===== src/placeholder_none.sv =====
// Empty compilation unit kept intentionally minimal.
`default_nettype none
`default_nettype wire

===== src/comparator_pkg.sv =====
// Constants shared by the analog comparator control logic.
`default_nettype none
package comparator_pkg;
   // ==========================================================
   // Bus and register layout
   localparam int ADDR_W = 16;
   localparam int DATA_W = 32;
   localparam int NUM_CH = 4;
   localparam int CODE_W = 8;
   localparam int CFG_W = 8;
   localparam int NIBBLE = 4;
   localparam int CFG_ALL_W = 16;
   localparam logic [15:0] AB_CONFIG_ADDR = 16'hA030;
   localparam logic [15:0] CD_CONFIG_ADDR = 16'hA034;
   localparam logic [15:0] THRESH_ADDR = 16'hA038;
   localparam logic [15:0] LEVEL_ADDR = 16'hA03C;
   // ==========================================================
   // Reset values
   localparam logic [7:0] AB_CONFIG_RESET = 8'h00;
   localparam logic [7:0] CD_CONFIG_RESET = 8'h00;
   localparam logic [7:0] THRESH_RESET = 8'h00;
   // ==========================================================
   // Field positions inside one channel nibble
   localparam int FLD_ON = 3;
   localparam int FLD_SRC = 2;
   localparam int FLD_IRQ = 1;
   localparam int FLD_INV = 0;
   // ==========================================================
   // AXI4-Lite response codes
   localparam logic [1:0] RESP_OKAY = 2'h0;
   localparam logic [1:0] RESP_SLVERR = 2'h2;
endpackage : comparator_pkg
`default_nettype wire


===== src/analog_comparator_control.sv =====
// Register and event logic around four analog comparator channels.
`default_nettype none
// Summary of operation
// - Four independent channels, each with enable, source, irq, polarity.
// - A channel is powered only while its enable bit is one.
// - Source bit 0 uses internal threshold, 1 uses external threshold.
// - All four channels share one common external threshold.
// - An 8-bit code drives the threshold converter, 256 steps.
// - Polarity bit 0 passes the output, 1 inverts it.
// - CPU reads each comparator's present level through a register.
// - Every rising or falling output edge can request an interrupt.
// - An edge is forwarded only while its interrupt enable is set.
// - A/B configuration register is read/write, resets to zero, A high.
// - Threshold register code 00 is lowest, FF is highest threshold.
module analog_comparator_control #(
   parameter int NUM_CH = comparator_pkg::NUM_CH
) (
   input wire logic aclk,
   input wire logic aresetn,
   input wire logic awvalid,
   output logic awready,
   input wire logic [comparator_pkg::ADDR_W-1:0] awaddr,
   input wire logic [2:0] awprot,
   input wire logic wvalid,
   output logic wready,
   input wire logic [comparator_pkg::DATA_W-1:0] wdata,
   input wire logic [3:0] wstrb,
   output logic bvalid,
   input wire logic bready,
   output logic [1:0] bresp,
   input wire logic arvalid,
   output logic arready,
   input wire logic [comparator_pkg::ADDR_W-1:0] araddr,
   input wire logic [2:0] arprot,
   output logic rvalid,
   input wire logic rready,
   output logic [comparator_pkg::DATA_W-1:0] rdata,
   output logic [1:0] rresp,
   input wire logic [NUM_CH-1:0] cmp_raw,
   output logic [NUM_CH-1:0] cmp_power_on,
   output logic [NUM_CH-1:0] cmp_use_ext,
   output logic [comparator_pkg::CODE_W-1:0] threshold_code,
   output logic [NUM_CH-1:0] cmp_event
);
   // ==========================================================
   // Elaboration check
   // The register layout holds exactly four nibbles of channel fields.
   if (NUM_CH != comparator_pkg::NUM_CH)
   begin : g_bad_num_ch
      $error("analog_comparator_control supports exactly four channels");
   end

   // ==========================================================
   // Declarations
   logic [7:0] ab_r, cd_r, wbyte_r;
   logic [comparator_pkg::CODE_W-1:0] thr_r;
   logic [comparator_pkg::CFG_ALL_W-1:0] cfg_all;
   logic awready_r, wready_r, bvalid_r, wlane_r, do_write;
   logic arready_r, rvalid_r, rd_hit, wr_hit;
   logic [1:0] bresp_r, rresp_r;
   logic [comparator_pkg::ADDR_W-1:0] waddr_r;
   logic [comparator_pkg::DATA_W-1:0] rdata_r, rd_word;
   logic [NUM_CH-1:0] sync1_r, sync2_r, level_r;
   logic [NUM_CH-1:0] power_r, use_ext_r, event_r;
   logic [NUM_CH-1:0] ch_on, ch_src, ch_irq, ch_inv;

   // Channel A sits in the top nibble, channel D in the bottom one.
   assign cfg_all = {ab_r, cd_r};

   // ==========================================================
   // Write channel
   // Address and data are parked independently, so either may come first.
   assign do_write = !awready_r && !wready_r && !bvalid_r;

   // Address and data acceptance, released again once the answer is taken.
   always_ff @(posedge aclk)
   begin
      if (!aresetn)
      begin
         awready_r <= 1'b1;
         wready_r <= 1'b1;
         waddr_r <= '0;
         wbyte_r <= 8'h00;
         wlane_r <= 1'b0;
      end
      else
      begin
         if (awvalid && awready_r)
         begin
            awready_r <= 1'b0;
            waddr_r <= awaddr;
         end
         if (wvalid && wready_r)
         begin
            wready_r <= 1'b0;
            wbyte_r <= wdata[7:0];
            wlane_r <= wstrb[0];
         end
         if (bvalid_r && bready)
         begin
            awready_r <= 1'b1;
            wready_r <= 1'b1;
         end
      end
   end

   // Write decode; the level register is read-only and ignores writes.
   always_comb
   begin
      case (waddr_r[comparator_pkg::ADDR_W-1:2])
         comparator_pkg::AB_CONFIG_ADDR[15:2]: wr_hit = 1'b1;
         comparator_pkg::CD_CONFIG_ADDR[15:2]: wr_hit = 1'b1;
         comparator_pkg::THRESH_ADDR[15:2]: wr_hit = 1'b1;
         comparator_pkg::LEVEL_ADDR[15:2]: wr_hit = 1'b1;
         default: wr_hit = 1'b0;
      endcase
   end

   // Write response, one cycle after both halves are held.
   always_ff @(posedge aclk)
   begin
      if (!aresetn)
      begin
         bvalid_r <= 1'b0;
         bresp_r <= comparator_pkg::RESP_OKAY;
      end
      else if (do_write)
      begin
         bvalid_r <= 1'b1;
         bresp_r <= wr_hit ? comparator_pkg::RESP_OKAY
                           : comparator_pkg::RESP_SLVERR;
      end
      else if (bvalid_r && bready)
      begin
         bvalid_r <= 1'b0;
      end
   end

   // Configuration storage; only byte lane 0 carries register data.
   always_ff @(posedge aclk)
   begin
      if (!aresetn)
      begin
         ab_r <= comparator_pkg::AB_CONFIG_RESET;
         cd_r <= comparator_pkg::CD_CONFIG_RESET;
         thr_r <= comparator_pkg::THRESH_RESET;
      end
      else if (do_write && wlane_r)
      begin
         if (waddr_r[15:2] == comparator_pkg::AB_CONFIG_ADDR[15:2])
         begin
            ab_r <= wbyte_r;
         end
         if (waddr_r[15:2] == comparator_pkg::CD_CONFIG_ADDR[15:2])
         begin
            cd_r <= wbyte_r;
         end
         if (waddr_r[15:2] == comparator_pkg::THRESH_ADDR[15:2])
         begin
            thr_r <= wbyte_r;
         end
      end
   end

   // ==========================================================
   // Read channel
   // The level word is the synchronised level, so a read adds no latch.
   always_comb
   begin
      rd_word = '0;
      rd_hit = 1'b1;
      case (araddr[comparator_pkg::ADDR_W-1:2])
         comparator_pkg::AB_CONFIG_ADDR[15:2]: rd_word[7:0] = ab_r;
         comparator_pkg::CD_CONFIG_ADDR[15:2]: rd_word[7:0] = cd_r;
         comparator_pkg::THRESH_ADDR[15:2]: rd_word[7:0] = thr_r;
         comparator_pkg::LEVEL_ADDR[15:2]: rd_word[NUM_CH-1:0] = level_r;
         default: rd_hit = 1'b0;
      endcase
   end

   // Read answer one cycle after the address is taken.
   always_ff @(posedge aclk)
   begin
      if (!aresetn)
      begin
         arready_r <= 1'b1;
         rvalid_r <= 1'b0;
         rdata_r <= '0;
         rresp_r <= comparator_pkg::RESP_OKAY;
      end
      else if (arvalid && arready_r)
      begin
         arready_r <= 1'b0;
         rvalid_r <= 1'b1;
         rdata_r <= rd_word;
         rresp_r <= rd_hit ? comparator_pkg::RESP_OKAY
                           : comparator_pkg::RESP_SLVERR;
      end
      else if (rvalid_r && rready)
      begin
         rvalid_r <= 1'b0;
         arready_r <= 1'b1;
      end
   end

   // ==========================================================
   // Comparator channels
   // Two-stage synchroniser; only the second stage feeds any logic.
   always_ff @(posedge aclk)
   begin
      if (!aresetn)
      begin
         sync1_r <= '0;
         sync2_r <= '0;
      end
      else
      begin
         sync1_r <= cmp_raw;
         sync2_r <= sync1_r;
      end
   end

   for (genvar i = 0; i < NUM_CH; i++)
   begin : g_ch
      localparam int TOP = comparator_pkg::CFG_ALL_W - 1 -
                           comparator_pkg::NIBBLE * i;
      assign ch_on[i] = cfg_all[TOP - 3 + comparator_pkg::FLD_ON];
      assign ch_src[i] = cfg_all[TOP - 3 + comparator_pkg::FLD_SRC];
      assign ch_irq[i] = cfg_all[TOP - 3 + comparator_pkg::FLD_IRQ];
      assign ch_inv[i] = cfg_all[TOP - 3 + comparator_pkg::FLD_INV];

      // Power, source and event per channel. Flipping the polarity bit
      // flips the level too and is seen as an edge; software should mask
      // the interrupt while changing it.
      always_ff @(posedge aclk)
      begin
         if (!aresetn)
         begin
            power_r[i] <= 1'b0;
            use_ext_r[i] <= 1'b0;
            level_r[i] <= 1'b0;
            event_r[i] <= 1'b0;
         end
         else
         begin
            power_r[i] <= ch_on[i];
            use_ext_r[i] <= ch_src[i];
            level_r[i] <= sync2_r[i] ^ ch_inv[i];
            event_r[i] <= ch_irq[i] && ch_on[i] &&
                          ((sync2_r[i] ^ ch_inv[i]) != level_r[i]);
         end
      end

   end

   // ==========================================================
   // Outputs, all straight from flip-flops
   always_ff @(posedge aclk)
   begin
      if (!aresetn)
      begin
         threshold_code <= comparator_pkg::THRESH_RESET;
      end
      else
      begin
         threshold_code <= thr_r;
      end
   end

   assign awready = awready_r;
   assign wready = wready_r;
   assign bvalid = bvalid_r;
   assign bresp = bresp_r;
   assign arready = arready_r;
   assign rvalid = rvalid_r;
   assign rdata = rdata_r;
   assign rresp = rresp_r;
   assign cmp_power_on = power_r;
   assign cmp_use_ext = use_ext_r;
   assign cmp_event = event_r;
endmodule : analog_comparator_control
`default_nettype wire


===== config.mk =====
export PLATFORM = sky130hd
export DESIGN_NAME = analog_comparator_control
export DESIGN_NICKNAME = d
export VERILOG_FILES = /design/src/placeholder_none.sv /design/src/comparator_pkg.sv /design/src/analog_comparator_control.sv
export SDC_FILE = /design/constraint.sdc
export NUM_CORES = 1
export LEC_CHECK = 0
export ABC_AREA = 0
export ABC_CLOCK_PERIOD_IN_PS = 1450
export BUFFER_PORTS_ARGS = -buffer_cell sky130_fd_sc_hd__buf_2
export CAP_MARGIN = 20
export CELL_PAD_IN_SITES_DETAIL_PLACEMENT = 1
export CELL_PAD_IN_SITES_GLOBAL_PLACEMENT = 1
export CORE_MARGIN = 8
export CORE_UTILIZATION = 33
export CTS_BUF_LIST = sky130_fd_sc_hd__clkbuf_4 sky130_fd_sc_hd__clkbuf_8
export DETAILED_ROUTE_END_ITERATION = 10
export PLACE_DENSITY_LB_ADDON = 0.1
export SETUP_SLACK_MARGIN = 0.3
export SKIP_CTS_REPAIR_TIMING = 1
export SYNTH_ARGS = -nofsm -noshare
export SYNTH_HDL_FRONTEND = slang
export SYNTH_SLANG_ARGS = --single-unit
export TNS_END_PERCENT = 100

===== constraint.sdc =====
create_clock -name aclk -period 1.45 [get_ports aclk]
set_input_delay 0.145 -clock aclk [delete_from_list [all_inputs] [get_ports aclk]]
set_output_delay 0.145 -clock aclk [all_outputs]
set_load 0.02 [all_outputs]

==> qor.yml, run 1 <==
status: "complete, but fails checks"
failed_checks: "negative setup slack"
crit_required_ps: 1740
final_area_um2: 4560
drc_errors: 0
drtIter0Drc: 78
maxCapViolCount: 0
yosysSeqAreaShare_pct: 52.0
drive_gt1_share_pct: 30.9
synth_top_family_by_area: "simple AND/OR/NAND/NOR gates"
dp_cells: 588
p_clk_share_pct: 34.9
fmax_ghz: 0.615
hp-class: "in -> reg"
syn_avg_cell_area_um2: 9.80
endpoint_kind: "flip-flop"
seq_power_share_pct: 55.8
synth_warnings: 0
die_area_um2: 14600
rows: 38
yosys.area_share.simple_pct: 17.6
comb_power_share_pct: 9.3
multi_input_area_um2: 1550
fillers: 1271
num_antenna_cells: 0
synth-xor-area-share_pct: 1.94
antenna_found_initial: 0
grt_pass1_wl_mm: 14.1
rsz0062_at_grt: "yes"
switching_power_uw: 1310
setup_ws_ps: -176
drt_wl_total_mm: 8.92
nets: 553
internal-power_uw: 3500
crit_path_max_fanout: 5
ant_nets: 0
startpoint_type: "flip-flop"
fp.dieH_um: 121
viasPerCell: 4.40
area_growth_pct: 26.1
swShare_pct: 27.2
clkTransAtPathRegs_ps: 100
track_usage_pct: 12.1
tns_ps: -3610
synthMuxAreaShare_pct: 10.2
grt_remaining_overflow: 0
crit_type: "reg -> reg"
clock_latency_ps: 360
layout_min_cycle_time_ps: 1630
setup_violations: 24
dr.pass1.iters: 4
vias: 2699
gp_congestion: 0.706
fin_total_pwr_uw: 4810
min_period_over_period_pct: 112
cts_max_level: 3
grt_max_degree: 44
core_um2: 10700
die_w_um: 121
root_buffer: "clkbuf_8"
hpwlAfterDp_mm: 6.66
regArea_um2: 1890
io_pins: 146
synth_compound_area_share_pct: 8.58
grt_pass1_vias: 2838
cts_buffers: 9
synth_seq_cells: 94
tritoncts: "yes"
hold_viol_final: 0
clock_sinks: 94
synthDistinctLibCells: 34
start_util_pct: 33.7
cp.arrival_ps: 1920
fin_cells: 613
syn_inst: 369
finalClockSkew_ps: 12.0
p_leak_uw: 0.00219
peakVddDrop_uv: 408
synthAdderAreaFrac_pct: 0
p_per_area_nw_per_um2: 1060
syn-cell-area_um2: 3620
routedWlPerCell_um: 14.6
slew_violations: 0
dpl_cell_area_um2: 4190
numPortBuffers: 82
clock_path_buffers: 2
[Yosys cell counts]
library cell	instances	share of area, %
conb_1	1	0.10
nor3_2	1	0.28
and4bb_2	1	0.35
a22o_1	4	0.97
buf_4	26	5.4
nor3_1	1	0.14
nor4b_4	1	0.66
nand4b_1	1	0.24
nor3b_1	2	0.41
a21oi_1	5	0.69
buf_6	1	0.31
clkbuf_1	15	1.6
mux2i_1	28	7.7
o21ai_0	7	0.97
or4b_1	1	0.28
nand2_1	76	7.9
dfxtp_1	94	52
and3_1	5	0.86
nor4b_2	2	0.83
and2_1	12	2.1
xor2_1	8	1.9
o21a_1	2	0.41
nand4_1	2	0.35
inv_1	18	1.9
or3_1	1	0.17
buf_2	3	0.41
nor2b_1	4	0.69
and2_0	2	0.35
or4_1	1	0.21
o211a_1	2	0.55
nand3_1	10	1.4
nor2_1	4	0.41
mux4_2	4	2.5
a21boi_0	24	5.0
[metal layers]
metal  part of all wire, %  track usage [%]  up-vias
li1                      -                -     1362
met1                    44             14.6     1264
met2                    48             20.0       65
met3                   6.1             3.50        8
met4                   1.3             4.68        0
met5                     0                0        -
[sequential cells by signal, indices dropped and copies added (netlist names), 8 cells and up]
register        flops
ab_r                8
cd_r                8
rdata               8
thr_r               8
threshold_code      8
waddr_r            14
wbyte_r             8
[power by group through the flow]
stage	Combinational, µW	Clock (µW)	Sequential, µW
6_report	447	1680	2690
5_1_grt	495	1880	2700
4_1_cts	402	1740	2680
3_3_place_gp	394	0	2740
3_5_place_dp	402	0	2740
2_1_floorplan	281	0	2750
[worst paths after layout]
check / slack (ps) / startpoint / depth (start not counted) / endpoint
hold reg to reg: 440 / sync1_r[3] / 1 / sync2_r[3]
setup reg to reg: -180 / waddr_r[11] / 6 / cd_r[2]
hold / removal: 0.6 / awvalid / 2 / awready
setup / recovery: -180 / waddr_r[11] / 6 / cd_r[2]
[logic make-up after synthesis]
group,Yosys count
AO/OA/AOI/OAI,44
XOR/XNOR,8
buffers and inverters,63
flip-flops,94
multiplexers,32
other,1
AND/OR/NAND/NOR,127
[cell usage in the layout (no fill, tap or decap), drive strengths merged]
cell / netlist / final
nor4b: 3 / 3
a22o: 4 / 4
nor3b: 2 / 2
clkinvlp: 0 / 2
buf: 30 / 103
o211a: 2 / 2
mux4: 4 / 4
mux2i: 28 / 28
or4b: 1 / 1
dlygate4sd3: 0 / 4
or3: 1 / 1
nor3: 2 / 2
inv: 18 / 22
nand4: 2 / 2
or4: 1 / 1
o21ai: 7 / 7
nand4b: 1 / 1
nor2b: 4 / 4
nand3: 10 / 10
clkinv: 0 / 1
a21boi: 24 / 24
nor2: 4 / 4
a21oi: 5 / 5
o21a: 2 / 2
nand2: 76 / 76
and2: 14 / 14
dfxtp: 94 / 94
xor2: 8 / 8
and3: 5 / 5
clkbuf: 15 / 10
conb: 1 / 26
and4bb: 1 / 1
[cell type report]
| cell class | instances | area share, % |
|---|---|---|
| Clock buffer | 9 | 2.72 |
| Clock inverter | 7 | 1.40 |
| Inverter | 18 | 1.48 |
| Multi-Input combinational cell | 237 | 34.0 |
| Sequential cell | 94 | 41.5 |
| Tap cell | 140 | 3.84 |
| Timing Repair Buffer | 108 | 15.1 |
[metrics by stage]
step | setup WS [ps] | hold WS [ps] | utilization, %
2_1_floorplan | -8.46 | 238 | -
3_5_place_dp | -168 | 356 | 39.0
3_3_place_gp | -144 | 351 | 39.0
6_report | -176 | 0.614 | 42.4
5_1_grt | -296 | 17.2 | 42.4
4_1_cts | -198 | -36.8 | 40.7
[critical path, stage by stage (launching register included)]
cell	delay, ps
dfxtp_2	350
nor4b_4	310
nand4_1	170
buf_6	170
nor3b_4	220
buf_6	170
mux2i_1	170
(Power assumes the default switching activity.)
==> inputs of run 2 (changes only) <==
Settings changed: TNS_END_PERCENT 100 to 30.
==> run 2 against run 1 <==
Net effect: the run still ends with negative setup slack left; routed wire length about the same; total power up 5.5%; die area unchanged; register-to-register slack worse by 70 ps; final area down 0.63%; cell count down 1.3%; core utilization down 0.27 points; maximum frequency down 4.1%; highest routed layer unchanged.
==> qor.yml, run 2 (same netlist as run 1, synthesis figures left out) <==
clock_path_buffers: 2
grt_remaining_overflow: 0
numPortBuffers: 82
fin_total_pwr_uw: 5080
swShare_pct: 24.1
io_pins: 146
slew_violations: 0
rows: 38
crit_type: "reg -> reg"
fillers: 1282
startpoint_type: "flip-flop"
viasPerCell: 4.45
fmax_ghz: 0.590
comb_power_share_pct: 8.5
p_leak_uw: 0.00217
grt_max_degree: 45
tns_ps: -4130
drive_gt1_share_pct: 29.2
fp.dieH_um: 121
maxCapViolCount: 0
die_area_um2: 14600
setup_violations: 24
layout_min_cycle_time_ps: 1690
num_antenna_cells: 0
drtIter0Drc: 71
hold_viol_final: 0
layout_commonest_cell: "dfxtp_1"
ant_nets: 0
p_clk_share_pct: 38.5
drc_errors: 0
crit_path_max_fanout: 8
grt_pass1_wl_mm: 14.7
area_growth_pct: 25.3
clock_sinks: 94
routedWlPerCell_um: 14.8
track_usage_pct: 12.6
peakVddDrop_uv: 405
switching_power_uw: 1220
seq_power_share_pct: 52.9
cp.arrival_ps: 1940
cts_buffers: 9
endpoint_kind: "flip-flop"
clock_latency_ps: 350
dr.pass1.iters: 4
hp-class: "in -> reg"
min_period_over_period_pct: 117
rsz0062_at_grt: "yes"
layout_common_cells: "dfxtp_1, buf_2, nand2_1"
core_um2: 10700
gp_congestion: 0.745
drt_wl_total_mm: 8.93
start_util_pct: 33.7
tritoncts: "yes"
die_w_um: 121
fin_util_pct: 42.2
status: "complete, but fails checks"
largest_register: "waddr_r"
finalClockSkew_ps: 12.3
vias: 2695
hpwlAfterDp_mm: 6.75
clkTransAtPathRegs_ps: 90
cts_max_level: 3
nets: 545
setup_ws_ps: -245
failed_checks: "negative setup slack"
antenna_found_initial: 0
p_per_area_nw_per_um2: 1120
root_buffer: "clkbuf_8"
internal-power_uw: 3860
crit_required_ps: 1690
largest_register_ffs: 14
grt_pass1_vias: 2867
post-place-ws_ps: -209
==> run 2: cell types whose count changed in the layout (fill, tap and decap cells not counted), moves of 3 or more <==
cell      delta
a21boi_0     -9
a21boi_1     +9
buf_4        -5
buf_6        -3
dfxtp_1      +3
dfxtp_2      -3
==> run 2: path summary, 6_finish.rpt <==
kind	end	start	slack, ps	cells after the start
worst max-delay path	ab_r[5]	waddr_r[10]	-240	5
worst min-delay path	waddr_r[5]	awaddr[5]	20	3
worst max register to register	ab_r[5]	waddr_r[10]	-240	5
worst min register to register	sync2_r[1]	sync1_r[1]	440	1
==> run 2: cell type report <==
class,instances,area (µm²),area share (%)
clock buffer,10,138,3.04
multi-input combinational,237,1550,34.3
tap,140,175,3.87
inverter,18,67.6,1.49
sequential,94,1890,41.7
timing repair buffer,100,619,13.7
clock inverter,6,91.3,2.02
==> run 2: power groups by stage <==
stage,sequential [µW],combinational (µW),clock (µW)
floorplan,2750,278,0
finish,2690,433,1960
CTS,2680,390,2050
global placement,2740,383,0
detailed placement,2740,389,0
global route,2700,481,2180
==> run 2: through the flow <==
step / hold WS, ps / instances / area, µm²
after floorplan: 238 / 394 / 3720
after detailed placement: 359 / 582 / 4120
after global placement: 351 / 582 / 4120
after CTS: -29.4 / 598 / 4350
after global routing: 3.24 / 605 / 4530
final: 24.7 / 605 / 4530
==> run 2: per-layer routing <==
| metal | track usage, % | part of all wire [%] |
|---|---|---|
| met5 | 0 | 0 |
| met4 | 3.75 | 1.4 |
| met3 | 4.43 | 6.2 |
| met2 | 19.6 | 46 |
| met1 | 16.0 | 47 |
==> run 2: critical path: stages (launching register included) <==
cell	delay (ps)
dfxtp_2	340
nor4b_4	310
nand4_1	240
or3_4	420
buf_6	160
mux2i_1	120
==> inputs of run 3 (changes only) <==
Settings changed: RECOVER_POWER set to 50.
==> run 3 against run 2 <==
Net effect: the run still ends with negative setup slack left; sequential power is essentially flat; flip-flop and latch count did not move; routed wire length grew 0.29%; sequential share of layout area rose by 0.36 points; first-iteration DRC count grew 15%.
==> qor.yml, run 3 (same netlist as run 1, synthesis figures left out) <==
finalClockSkew_ps: 12.3
rows: 38
swShare_pct: 24.0
grt_pass1_vias: 2867
vias: 2689
layout_commonest_cell: "dfxtp_1"
layout_min_cycle_time_ps: 1700
viasPerCell: 4.44
hpwlAfterDp_mm: 6.75
io_pins: 146
clock_path_buffers: 2
failed_checks: "negative setup slack"
clock_sinks: 94
cp.arrival_ps: 1940
ant_nets: 0
drtIter0Drc: 82
status: "complete, but fails checks"
comb_power_share_pct: 8.4
critPathBufInv: 1
timing.hold.ws_ps: 25.4
numPortBuffers: 82
seq_power_share_pct: 53.0
core_um2: 10700
antenna_found_initial: 0
cp_slowest_cell: "or3_4"
cp_cell_sequence: "nor4b_4, nand4_1, or3_4, buf_6, mux2i_1"
cts_max_level: 3
area_growth_pct: 24.0
p_leak_uw: 0.00210
root_buffer: "clkbuf_8"
cts_buffers: 9
grt_remaining_overflow: 0
track_usage_pct: 12.6
rsz0062_at_grt: "yes"
start_util_pct: 33.7
grt_max_degree: 45
drt_wl_total_mm: 8.95
grt_pass1_wl_mm: 14.7
slew_violations: 0
p_clk_share_pct: 38.6
fin_cells: 605
die_area_um2: 14600
largest_register_ffs: 14
layout_common_cells: "dfxtp_1, nand2_1, buf_2"
setup_ws_ps: -246
hp-class: "in -> reg"
clock_latency_ps: 350
tritoncts: "yes"
p_per_area_nw_per_um2: 1130
drc_errors: 0
fp.dieH_um: 121
num_antenna_cells: 0
fmax_ghz: 0.590
crit_required_ps: 1690
dp_cells: 582
nets: 545
crit_path_max_incr_delay_ps: 420
startpoint_type: "flip-flop"
crit_path_max_fanout: 8
min_period_over_period_pct: 117
endpoint_kind: "flip-flop"
die_w_um: 121
maxCapViolCount: 0
clkTransAtPathRegs_ps: 90
routedWlPerCell_um: 14.8
crit_type: "reg -> reg"
hold_viol_final: 0
setup_violations: 24
switching_power_uw: 1220
internal-power_uw: 3850
peakVddDrop_uv: 405
tns_ps: -4110
critPathTopFamily: "simple AND/OR/NAND/NOR gates"
dr.pass1.iters: 4
drive_gt1_share_pct: 25.2
largest_register: "waddr_r"
gp_congestion: 0.745
==> run 3: cell count changes in the layout (fill, tap and decap cells not counted), sizes merged <==
cell    before  now
clkbuf      10   25
buf         95   80
==> run 3: worst register-to-register path: cells and delay by family, from the launching register on <==
family | cells | cell delay, ps
DFF | 1 | 340
muxes | 1 | 120
buffers and inverters | 1 | 160
and+or+nand+nor | 3 | 970
==> run 3: worst paths after layout <==
check / start / end / slack, ps / cells after the start
setup / recovery: waddr_r[10] / ab_r[5] / -250 / 5
hold / removal: awaddr[5] / waddr_r[5] / 30 / 3
setup reg to reg: waddr_r[10] / ab_r[5] / -250 / 5
hold reg to reg: sync1_r[1] / sync2_r[1] / 440 / 1
==> run 3: layout make-up <==
class                      instances  area, µm²
clock buffer                      10        138
timing repair buffer             100        592
sequential                        94       1890
clock inverter                     6       91.3
fill                            1286       6260
inverter                          18       67.6
tap                              140        175
multi-input combinational        237       1540
==> run 3: layer usage <==
layer,GRT usage [%],share of wire (%)
met5,0,0
met2,19.6,46
met1,16.0,47
met4,3.75,1.2
met3,4.43,6.0
==> run 3: power groups by stage <==
| stage | clock network (µW) | logic (µW) | registers (µW) |
|---|---|---|---|
| floorplan | 0 | 278 | 2750 |
| global placement | 0 | 383 | 2740 |
| detailed placement | 0 | 389 | 2740 |
| CTS | 2050 | 390 | 2680 |
| global route | 2180 | 471 | 2700 |
| finish | 1960 | 424 | 2690 |
==> run 3: stage by stage <==
stage               total power (µW)  utilization, %  area, µm²  setup WS, ps
floorplan                       3030               -       3720         -8.46
global placement                3120            38.3       4120          -169
detailed placement              3130            38.3       4120          -209
CTS                             5120            40.5       4350          -228
global route                    5340            41.8       4490          -362
finish                          5060            41.8       4490          -246
